==> config.mk <==
export PLATFORM = sky130hd
export DESIGN_NAME = wwd_watchdog_unit
export DESIGN_NICKNAME = d
export VERILOG_FILES = /design/src/wwd_pkg.sv /design/src/wwd_watchdog_unit.sv
export SDC_FILE = /design/constraint.sdc
export NUM_CORES = 1
export LEC_CHECK = 0
export BUFFER_PORTS_ARGS = -buffer_cell sky130_fd_sc_hd__buf_2
export CORE_ASPECT_RATIO = 0.9
export CORE_MARGIN = 2
export CORE_UTILIZATION = 26
export CTS_CLUSTER_SIZE = 20
export DETAILED_ROUTE_END_ITERATION = 7
export PLACE_DENSITY = 0.46
export SYNTH_ARGS = -nofsm -noshare
export SYNTH_HDL_FRONTEND = slang
export SYNTH_SLANG_ARGS = --single-unit
==> constraint.sdc <==
create_clock -name core_clk -period 5.4 [get_ports core_clk]
set_clock_uncertainty 0.1 [all_clocks]
set_input_delay 0.27 -clock core_clk [delete_from_list [all_inputs] [get_ports core_clk]]
set_output_delay 0.27 -clock core_clk [all_outputs]
set_load 0.03 [all_outputs]
==> src/wwd_pkg.sv <==
// Package for the windowed watchdog: register map, fields, reset values
package wwd_pkg;

   // Register byte offsets (one aligned 32-bit word each)
   localparam logic [3:0] WWD_CTRL_OFS   = 4'h0;
   localparam logic [3:0] WWD_MODE_OFS   = 4'h4;
   localparam logic [3:0] WWD_DELTA_OFS  = 4'h8;
   localparam logic [3:0] WWD_STATUS_OFS = 4'hC;

   // Control word: reload strobe and protect key
   localparam int               WWD_CTRL_RELOAD_BIT = 0;
   localparam logic [15:0]      WWD_RELOAD_KEY      = 16'h5FA0;
   localparam logic [15:0]      WWD_UNLOCK_KEY      = 16'h35CA;
   localparam logic [15:0]      WWD_LOCK_KEY        = 16'h0000;

   // Mode word fields
   localparam int WWD_MODE_RLD_LSB  = 0;    // 12-bit reload value
   localparam int WWD_MODE_PRE_LSB  = 12;   // 3-bit prescaler select
   localparam int WWD_MODE_EN_BIT   = 16;   // watchdog enable
   localparam int WWD_MODE_RST_BIT  = 17;   // reset request enable
   localparam int WWD_MODE_DBG_BIT  = 18;   // freeze in debug halt
   localparam int WWD_MODE_SRC_BIT  = 19;   // 0 internal, 1 external osc

   // Status word fields
   localparam int WWD_STAT_UNDER_BIT = 0;
   localparam int WWD_STAT_EARLY_BIT = 1;
   localparam int WWD_STAT_LOCK_BIT  = 2;
   localparam int WWD_STAT_CNT_LSB   = 16;

   // Reset values
   localparam logic [11:0] WWD_RLD_RST   = 12'hFFF;
   localparam logic [11:0] WWD_DELTA_RST = 12'hFFF;
   localparam logic [2:0]  WWD_PRE_RST   = 3'h0;

   // Configuration carried as one struct
   typedef struct packed {
      logic        src_ext;
      logic        dbg_freeze;
      logic        rst_en;
      logic        enable;
      logic [2:0]  prescale;
      logic [11:0] reload;
   } wwd_cfg_type;

   // Count state
   typedef enum logic [0:0] {
      WWD_ST_IDLE = 1'b0,
      WWD_ST_RUN  = 1'b1
   } wwd_state_type;

endpackage

==> src/wwd_watchdog_unit.sv <==
// Windowed watchdog core with Avalon-MM register slave
//
// Notes on behaviour
// Twelve-bit counter counts down per tick
// Three-bit field selects the prescaler division
// Underflow without reload requests system reset
// Reload above delta requests reset instead
// Optionally freeze counting during debug halt
// Write protection blocks configuration writes
// Tick source is internal or external oscillator
// Accepted reload loads value, restarts next tick
`timescale 1ns/1ps
`default_nettype none

module wwd_watchdog_unit
   import wwd_pkg::*;
(
   // Clock and reset
   input  wire logic        core_clk,
   input  wire logic        reset,
   // Avalon-MM slave
   input  wire logic [3:0]  avs_address,
   input  wire logic        avs_read,
   input  wire logic        avs_write,
   input  wire logic [31:0] avs_writedata,
   input  wire logic [3:0]  avs_byteenable,
   output logic [31:0]      avs_readdata,
   output logic             avs_waitrequest,
   // Oscillator ticks from pins (asynchronous levels)
   input  wire logic        low_speed_internal_osc,
   input  wire logic        low_speed_external_osc,
   // Processor debug halt (asynchronous level)
   input  wire logic        cpu_debug_halt,
   // System reset request
   output logic             sys_reset_req
);

   // Register state
   wwd_cfg_type   cfg_ff;
   logic [11:0]   delta_ff;
   logic          lock_ff;
   logic [11:0]   count_ff;
   logic [6:0]    prediv_ff;
   logic          under_ff;
   logic          early_ff;
   logic          rstreq_ff;
   logic          rd_done_ff;
   logic [31:0]   rdata_ff;
   wwd_state_type state_ff;
   logic [2:0]    osc_i_sync_ff;
   logic [2:0]    osc_e_sync_ff;
   logic [2:0]    dbg_sync_ff;
   logic          osc_i_ff;
   logic          osc_e_ff;
   logic          dbg_ff;
   logic          osc_prev_ff;

   // Tick divider: 2^prescale source cycles per tick, up to 128;
   // the compare is one bit wider than the count so 2^7 still fits before the subtract
   function automatic logic pre_hit(input logic [6:0] cnt, input logic [2:0] sel);
      logic [7:0] full;
      full    = (8'h01 << sel) - 8'h01;
      pre_hit = ({1'b0, cnt} >= full);
   endfunction

   // Register select by word offset
   function automatic logic ofs_hit(input logic [3:0] addr, input logic [3:0] ofs);
      ofs_hit = (addr == ofs);
   endfunction

   // Control key match in the upper half of the written word
   function automatic logic key_hit(input logic [31:0] wdata, input logic [15:0] key);
      key_hit = (wdata[31:16] == key);
   endfunction

   // Pin filter: new level only once stages two and three agree,
   // otherwise hold, so a level caught mid-change never counts twice
   function automatic logic pin_filter(input logic [2:0] stages, input logic held);
      pin_filter = (stages[1] == stages[2]) ? stages[2] : held;
   endfunction

   // Sticky flag: an event in the same cycle as a clear keeps the flag set
   function automatic logic sticky_next(input logic set, input logic clr, input logic cur);
      sticky_next = set | (cur & ~clr);
   endfunction

   // Mode word to configuration, field by field;
   // bit 15 is spare, so a plain 20-bit copy would shift every upper field
   function automatic wwd_cfg_type mode_unpack(input logic [31:0] w);
      wwd_cfg_type c;
      c.src_ext    = w[WWD_MODE_SRC_BIT];
      c.dbg_freeze = w[WWD_MODE_DBG_BIT];
      c.rst_en     = w[WWD_MODE_RST_BIT];
      c.enable     = w[WWD_MODE_EN_BIT];
      c.prescale   = w[WWD_MODE_PRE_LSB +: 3];
      c.reload     = w[WWD_MODE_RLD_LSB +: 12];
      mode_unpack  = c;
   endfunction

   // Configuration back to the mode word; spare bits read as zero
   function automatic logic [31:0] mode_pack(input wwd_cfg_type c);
      logic [31:0] w;
      w                         = 32'h0000_0000;
      w[WWD_MODE_SRC_BIT]       = c.src_ext;
      w[WWD_MODE_DBG_BIT]       = c.dbg_freeze;
      w[WWD_MODE_RST_BIT]       = c.rst_en;
      w[WWD_MODE_EN_BIT]        = c.enable;
      w[WWD_MODE_PRE_LSB +: 3]  = c.prescale;
      w[WWD_MODE_RLD_LSB +: 12] = c.reload;
      mode_pack                 = w;
   endfunction

   // Bus decode
   wire         sel_ctrl   = ofs_hit(avs_address, WWD_CTRL_OFS);
   wire         sel_mode   = ofs_hit(avs_address, WWD_MODE_OFS);
   wire         sel_delta  = ofs_hit(avs_address, WWD_DELTA_OFS);
   wire         sel_status = ofs_hit(avs_address, WWD_STATUS_OFS);
   wire         wr_full    = avs_write & (&avs_byteenable);
   wire         key_reload = wr_full & sel_ctrl & key_hit(avs_writedata, WWD_RELOAD_KEY)
                             & avs_writedata[WWD_CTRL_RELOAD_BIT];
   wire         key_unlock = wr_full & sel_ctrl & key_hit(avs_writedata, WWD_UNLOCK_KEY);
   wire         key_lock   = wr_full & sel_ctrl & key_hit(avs_writedata, WWD_LOCK_KEY);
   // protected config writes
   wire         cfg_wr_ok  = wr_full & ~lock_ff;

   // Writes take effect at once; reads wait one cycle for registered data
   wire         rd_first   = avs_read & ~rd_done_ff;
   assign avs_waitrequest = rd_first;
   assign avs_readdata    = rdata_ff;
   assign sys_reset_req   = rstreq_ff;

   // Pin synchronisers: three stages, change taken when stages two and three agree
   // Each source level must last two core cycles or more, else edges are lost
   always_ff @(posedge core_clk) begin
      if (reset) begin
         osc_i_sync_ff <= 3'h0;
         osc_e_sync_ff <= 3'h0;
         dbg_sync_ff   <= 3'h0;
      end else begin
         osc_i_sync_ff <= {osc_i_sync_ff[1:0], low_speed_internal_osc};
         osc_e_sync_ff <= {osc_e_sync_ff[1:0], low_speed_external_osc};
         dbg_sync_ff   <= {dbg_sync_ff[1:0], cpu_debug_halt};
      end
   end

   wire nxt_osc_i = pin_filter(osc_i_sync_ff, osc_i_ff);
   wire nxt_osc_e = pin_filter(osc_e_sync_ff, osc_e_ff);
   wire nxt_dbg   = pin_filter(dbg_sync_ff, dbg_ff);

   // Filtered pin levels
   always_ff @(posedge core_clk) begin
      if (reset) begin
         osc_i_ff <= 1'b0;
         osc_e_ff <= 1'b0;
         dbg_ff   <= 1'b0;
      end else begin
         osc_i_ff <= nxt_osc_i;
         osc_e_ff <= nxt_osc_e;
         dbg_ff   <= nxt_dbg;
      end
   end

   // source select, rising edge is one source cycle
   wire osc_sel  = cfg_ff.src_ext ? osc_e_ff : osc_i_ff;
   wire osc_rise = osc_sel & ~osc_prev_ff;
   // debug freeze
   wire frozen   = cfg_ff.dbg_freeze & dbg_ff;
   wire running  = (state_ff == WWD_ST_RUN);
   wire src_step = running & osc_rise & ~frozen;
   // prescaled tick
   wire tick     = src_step & pre_hit(prediv_ff, cfg_ff.prescale);
   // Reload while idle is never early: the window opens once counting
   // reload outside the window
   wire early    = key_reload & running & (count_ff > delta_ff);
   wire good_rld = key_reload & ~early;
   // underflow on tick at zero
   wire underflow = tick & (count_ff == 12'h000);

   // Previous selected source level
   always_ff @(posedge core_clk) begin
      if (reset) begin
         osc_prev_ff <= 1'b0;
      end else begin
         osc_prev_ff <= osc_sel;
      end
   end

   // Run state follows the enable bit
   // Leaving RUN parks the count at reload, so a restart is a full period
   always_ff @(posedge core_clk) begin
      if (reset) begin
         state_ff <= WWD_ST_IDLE;
      end else begin
         unique case (state_ff)
            WWD_ST_IDLE: begin
               if (cfg_ff.enable) begin
                  state_ff <= WWD_ST_RUN;
               end
            end
            WWD_ST_RUN: begin
               if (!cfg_ff.enable) begin
                  state_ff <= WWD_ST_IDLE;
               end
            end
         endcase
      end
   end

   // Prescaler: cleared by reload so the next full tick restarts counting;
   // seven bits cover the largest division of 128 source cycles
   always_ff @(posedge core_clk) begin
      if (reset) begin
         prediv_ff <= 7'h00;
      end else if (good_rld || tick || !running) begin
         prediv_ff <= 7'h00;
      end else if (src_step) begin
         prediv_ff <= prediv_ff + 7'h01;
      end
   end

   // Down counter
   // Underflow reloads at once, so the next period starts without a gap
   always_ff @(posedge core_clk) begin
      if (reset) begin
         count_ff <= WWD_RLD_RST;
      end else if (good_rld || !running || underflow) begin
         // load reload value
         count_ff <= cfg_ff.reload;
      end else if (tick) begin
         // count down
         count_ff <= count_ff - 12'h001;
      end
   end

   // Sticky causes; set wins over clear, cleared by writing one.
   // A locked unit refuses the clear too, so the cause survives for software
   wire clr_under  = cfg_wr_ok & sel_status & avs_writedata[WWD_STAT_UNDER_BIT];
   wire clr_early  = cfg_wr_ok & sel_status & avs_writedata[WWD_STAT_EARLY_BIT];
   wire nxt_under  = sticky_next(underflow, clr_under, under_ff);
   wire nxt_early  = sticky_next(early, clr_early, early_ff);
   // reset request when enabled
   wire nxt_rstreq = cfg_ff.rst_en & (underflow | early);

   // Cause flags and a one-cycle reset request pulse
   always_ff @(posedge core_clk) begin
      if (reset) begin
         under_ff  <= 1'b0;
         early_ff  <= 1'b0;
         rstreq_ff <= 1'b0;
      end else begin
         under_ff  <= nxt_under;
         early_ff  <= nxt_early;
         rstreq_ff <= nxt_rstreq;
      end
   end

   // Configuration registers and protect lock
   // Lock and unlock keys pass while locked, or a lock could never be lifted
   always_ff @(posedge core_clk) begin
      if (reset) begin
         cfg_ff   <= '{src_ext: 1'b0, dbg_freeze: 1'b0, rst_en: 1'b0, enable: 1'b0,
                       prescale: WWD_PRE_RST, reload: WWD_RLD_RST};
         delta_ff <= WWD_DELTA_RST;
         lock_ff  <= 1'b0;
      end else begin
         if (key_unlock) begin
            lock_ff <= 1'b0;
         end else if (key_lock) begin
            lock_ff <= 1'b1;
         end
         // ignore when locked
         if (cfg_wr_ok && sel_mode) begin
            cfg_ff <= mode_unpack(avs_writedata);
         end
         if (cfg_wr_ok && sel_delta) begin
            delta_ff <= avs_writedata[11:0];
         end
      end
   end

   // Read mux; control and unmapped offsets read zero
   wire [31:0] mode_word   = mode_pack(cfg_ff);
   wire [31:0] status_word = {4'h0, count_ff, 13'h0000, lock_ff, early_ff, under_ff};
   wire [31:0] rd_mux      = sel_mode   ? mode_word :
                             sel_delta  ? {20'h0_0000, delta_ff} :
                             sel_status ? status_word : 32'h0000_0000;

   // Read data registered; one wait cycle per read
   always_ff @(posedge core_clk) begin
      if (reset) begin
         rd_done_ff <= 1'b0;
         rdata_ff   <= 32'h0000_0000;
      end else begin
         rd_done_ff <= rd_first;
         // Captured only in the wait cycle, so data stands until the next read
         if (rd_first) begin
            rdata_ff <= rd_mux;
         end
      end
   end

endmodule

`default_nettype wire

==> reports/summary.log <==
INFO  status         status=complete, no violations
INFO  setup_path     critical_r2r_capture=count_ff[4]
INFO  die            initial_core_util=26.43%
INFO  setup_path     startpoint_type=flop
INFO  worst_hold_path worstHoldPathCells=2
INFO  detailed_routing route.detailed.drc=0
INFO  timing         worst-slew-pin-transition=1399ps
INFO  setup_path     crit_path_frequent_cell=sky130_fd_sc_hd__a211oi_1
INFO  yosys          ys_async_sr_fraction=0%
INFO  yosys          synth.yosys.warnings=0
INFO  place          gp_congestion=0.8401
INFO  die            design.core.area=0.01678mm2
INFO  clocking       worst_setup_hold_path_clk_slew=70ps
INFO  global_routing groute.layer.met1.usage=20.47%
INFO  yosys          synth_cell_type_count=55
INFO  setup_path     worst_r2r_path_depth=8
INFO  global_routing globalRoute.busiestLayer=met2
INFO  layout         final_core_utilization=31.42%
INFO  setup_path     criticalPathCategory=reg -> reg
INFO  die            io-pin-count=81
INFO  clocking       cts_sinks=96
INFO  timing         post-route-min-period=3223ps
INFO  clocking       cts-htree-levels=3
INFO  pwr            power.static_leakage=2.182nW
INFO  layout         nets=654
INFO  setup_path     crit_path_max_incr_delay=660ps
INFO  detailed_routing post_drt_via_cell_ratio=4.934
INFO  die            die_footprint=0.01812mm2
INFO  clocking       cts-resized-gates=0
INFO  worst_hold_path worstHoldPathType=in -> reg
INFO  setup_path     standard_cell_with_the_maximum_stage_delay_on_the_critical_path=sky130_fd_sc_hd__nor2_1
INFO  timing         rsz0062_at_grt=false
INFO  detailed_routing routed_wl=12780um
INFO  yosys          post_synth_mux_area_share=2.257%
INFO  global_routing grt_start_max_net_pins=66
INFO  detailed_routing routedWlPerCell=15.94um
INFO  clocking       worstSkewPairLatency=350ps
INFO  layout         final_common_cell=sky130_fd_sc_hd__dfxtp_1
INFO  setup_path     worst_ep_arrival_time=3360ps
INFO  yosys          synth_ff_type=sky130_fd_sc_hd__dfxtp_1
INFO  yosys          share_of_the_synthesized_netlist_area_taken_by_xor_and_xnor_gates=1.185%
INFO  clocking       cts_root_buf=sky130_fd_sc_hd__clkbuf_16
INFO  timing         max_freq=0.3103GHz
INFO  yosys          post_synthesis_adder_cell_area_fraction=5.926%
INFO  detailed_routing antenna_violating_nets_post_route=0
INFO  setup_path     r2r_slack=2180ps
INFO  global_routing grt-ovfl-total=0
INFO  clocking       post-cts-setup-buffer-count=0
INFO  global_routing globalRouteMet2Util=20.99%
INFO  setup_path     worst-path-max-fanout=10
INFO  layout         highest_count_cells_in_the_layout_ignoring_fill_and_taps=96 x sky130_fd_sc_hd__dfxtp_1, 74 x sky130_fd_sc_hd__buf_2, 72 x sky130_fd_sc_hd__nand2_1
INFO  place          place.port_buffers=74
INFO  pwr            vdd.ir_drop.worst=0.1370mV
INFO  die            die_y=127.9um
INFO  yosys          synth.avg_cell_area=8.414um2
INFO  setup_path     crit_path_end_kind=flop
INFO  yosys          yosys.area_share.simple=24.07%
INFO  detailed_routing drt_pre_antenna_iters=4
INFO  detailed_routing first_iter_violations=351
INFO  yosys          synth_cells=527
INFO  global_routing grt_first_pass_wirelength=20020um
INFO  global_routing global_routing_usage_on_met3=3.661%
INFO  yosys          flip_flop_and_latch_count_after_synthesis=96
INFO  yosys          synth_edf_count=0
INFO  clocking       hold_buffers=0
INFO  die            num_rows=45
INFO  die            floorplan.die.width=141.7um
INFO  yosys          synth_compound_area_share=17.86%
INFO  worst_hold_path timing.hold.worst.start=low_speed_internal_osc
INFO  setup_path     cp_data_required_time=5540ps
INFO  yosys          netlist_area=0.004434mm2
INFO  yosys          synth-seq-area-share=43.34%
INFO  global_routing antenna_found_initial=0
INFO  detailed_routing detailroute.via_count=3957
INFO  run            max_cap_violations=0
INFO  layout         flow.area_growth_from_synthesis=18.91%
INFO  pwr            power_density=282.3mW/mm2
INFO  timing         layout_worst_path_cycle_share=59.68%
INFO  timing         setup-tns-final=0ps
INFO  timing         setup_violations=0
INFO  yosys          combinational_family_with_the_most_area_after_synthesis=simple AND/OR/NAND/NOR gates
INFO  global_routing gr-usage-all-layers=14.30%
INFO  layout         antenna_cells=0
INFO  timing         finalWorstSetupSlack=2177ps
INFO  place          dpl_worst_slack=2107ps
INFO  timing         hold_violations=0
INFO  layout         num-fill-cells=1796
INFO  setup_path     regToRegStartpoint=count_ff[9]
INFO  setup_path     critical_path.cell_chain=ha_1 -> a211oi_1 -> o21ai_0 -> a2111oi_2 -> a211oi_1 -> nor2_1 -> a21oi_1 -> a211o_1
INFO  timing         timing.final.max_slew_violations=0
INFO  clocking       cts_inserted_buffers=9
INFO  place          detailed_place_hpwl=9035um
INFO  layout         final_layout_size_suffix_gt1_share=17.94%
INFO  clocking       tritoncts=yes
INFO  worst_hold_path hold-path-endpoint=osc_i_sync_ff[0]
INFO  global_routing first_global_vias=3682
INFO  clocking       clockBufferDepth=2
INFO  timing         timing.slew.headroom=5.936%
## report_power, final
part / internal, mW / switching [mW]
combinational: 0.0336 / 0.0704
clock: 0.383 / 0.277
sequential: 0.719 / 0.00533
total: 1.14 / 0.353
## how the worst max path moves through the flow
stage / slack [ps] / startpoint / depth (start not counted) / end
3_3_place_gp: 2140 / avs_address[2] / 8 / count_ff[4]
2_1_floorplan: 2750 / cfg_ff[14] / 10 / count_ff[4]
6_report: 2180 / count_ff[9] / 8 / count_ff[4]
3_5_place_dp: 2110 / avs_address[2] / 8 / count_ff[4]
5_1_grt: 1910 / count_ff[9] / 8 / count_ff[4]
4_1_cts: 2180 / count_ff[9] / 8 / count_ff[4]
## cells in the mapped netlist, types with 3 or more instances
cell type / instances / share of area (%)
sky130_fd_sc_hd__a21oi_1: 37 / 4.2
sky130_fd_sc_hd__o211ai_1: 14 / 2.4
sky130_fd_sc_hd__nor2_1: 48 / 4.1
sky130_fd_sc_hd__nor3_1: 27 / 3.0
sky130_fd_sc_hd__nand4_1: 11 / 1.6
sky130_fd_sc_hd__buf_4: 5 / 0.85
sky130_fd_sc_hd__ha_1: 21 / 5.9
sky130_fd_sc_hd__xnor2_1: 3 / 0.59
sky130_fd_sc_hd__a21o_1: 3 / 0.51
sky130_fd_sc_hd__clkbuf_1: 24 / 2.0
sky130_fd_sc_hd__a211oi_1: 4 / 0.68
sky130_fd_sc_hd__xor2_1: 3 / 0.59
sky130_fd_sc_hd__a22oi_1: 8 / 1.4
sky130_fd_sc_hd__and2_1: 3 / 0.42
sky130_fd_sc_hd__inv_1: 19 / 1.6
sky130_fd_sc_hd__or3_1: 4 / 0.56
sky130_fd_sc_hd__o31ai_1: 4 / 0.68
sky130_fd_sc_hd__nand3_1: 20 / 2.3
sky130_fd_sc_hd__mux2i_1: 10 / 2.3
sky130_fd_sc_hd__a221oi_1: 13 / 2.6
sky130_fd_sc_hd__nor4_1: 9 / 1.3
sky130_fd_sc_hd__a22o_1: 3 / 0.59
sky130_fd_sc_hd__o21ai_0: 18 / 2.0
sky130_fd_sc_hd__buf_1: 3 / 0.25
sky130_fd_sc_hd__nand2_1: 72 / 6.1
sky130_fd_sc_hd__and3_1: 3 / 0.42
sky130_fd_sc_hd__nor2b_1: 11 / 1.6
sky130_fd_sc_hd__dfxtp_1: 96 / 43
## critical path: cells and delay by family (launching register included)
| kind | cells | cell delay (ps) |
|---|---|---|
| AOI/OAI and AO/OA | 6 | 1590 |
| adders and majority gates | 1 | 290 |
| DFF | 1 | 460 |
| and+or+nand+nor | 1 | 660 |
## cells by family after synthesis
family                     Yosys count
AOI/OAI and AO/OA                  116
xor gates and xnor gates             6
adders and majority gates           21
buffers and inverters               55
DFF                                 96
muxes                               10
other                                1
and+or+nand+nor                    222
## metrics by stage
| stage | power [mW] | hold slack (ps) | cell area, um2 | cells |
|---|---|---|---|---|
| after CTS | 1.511 | 19.20 | 5273 | 802 |
| after global routing | 1.547 | 23.29 | 5273 | 802 |
| after global placement | 0.8448 | 322.2 | 4965 | 786 |
| after detailed placement | 0.8459 | 323.4 | 4965 | 786 |
| after floorplan | 0.8047 | 294.0 | 4449 | 531 |
| final | 1.488 | 30.95 | 5273 | 802 |
## state kept, by name (all words and copies together), names as in the netlist
signal / count
under_ff: 1
osc_i_ff: 1
rd_done_ff: 1
osc_e_ff: 1
running: 1
count_ff: 12
osc_i_sync_ff: 3
avs_readdata: 27
cfg_ff: 19
sys_reset_req: 1
dbg_sync_ff: 3
osc_prev_ff: 1
prediv_ff: 7
early_ff: 1
delta_ff: 12
dbg_ff: 1
osc_e_sync_ff: 3
lock_ff: 1
## cell type report
class / count / area [um2] / share of cell area (%)
Clock buffer: 11 / 252.7 / 4.794
Tap cell: 211 / 264.0 / 5.007
Inverter: 21 / 78.83 / 1.495
Clock inverter: 5 / 55.05 / 1.044
Multi-Input combinational cell: 380 / 2300 / 43.62
Timing Repair Buffer: 78 / 400.4 / 7.594
Sequential cell: 96 / 1922 / 36.45
## metal layers
metal / wire length, um / vias up
met5: 0 / -
met4: 170 / 0
li1: - / 1998
met3: 870 / 11
met2: 5397 / 110
met1: 6345 / 1838
No activity file was read; power rests on OpenSTA's default activity.
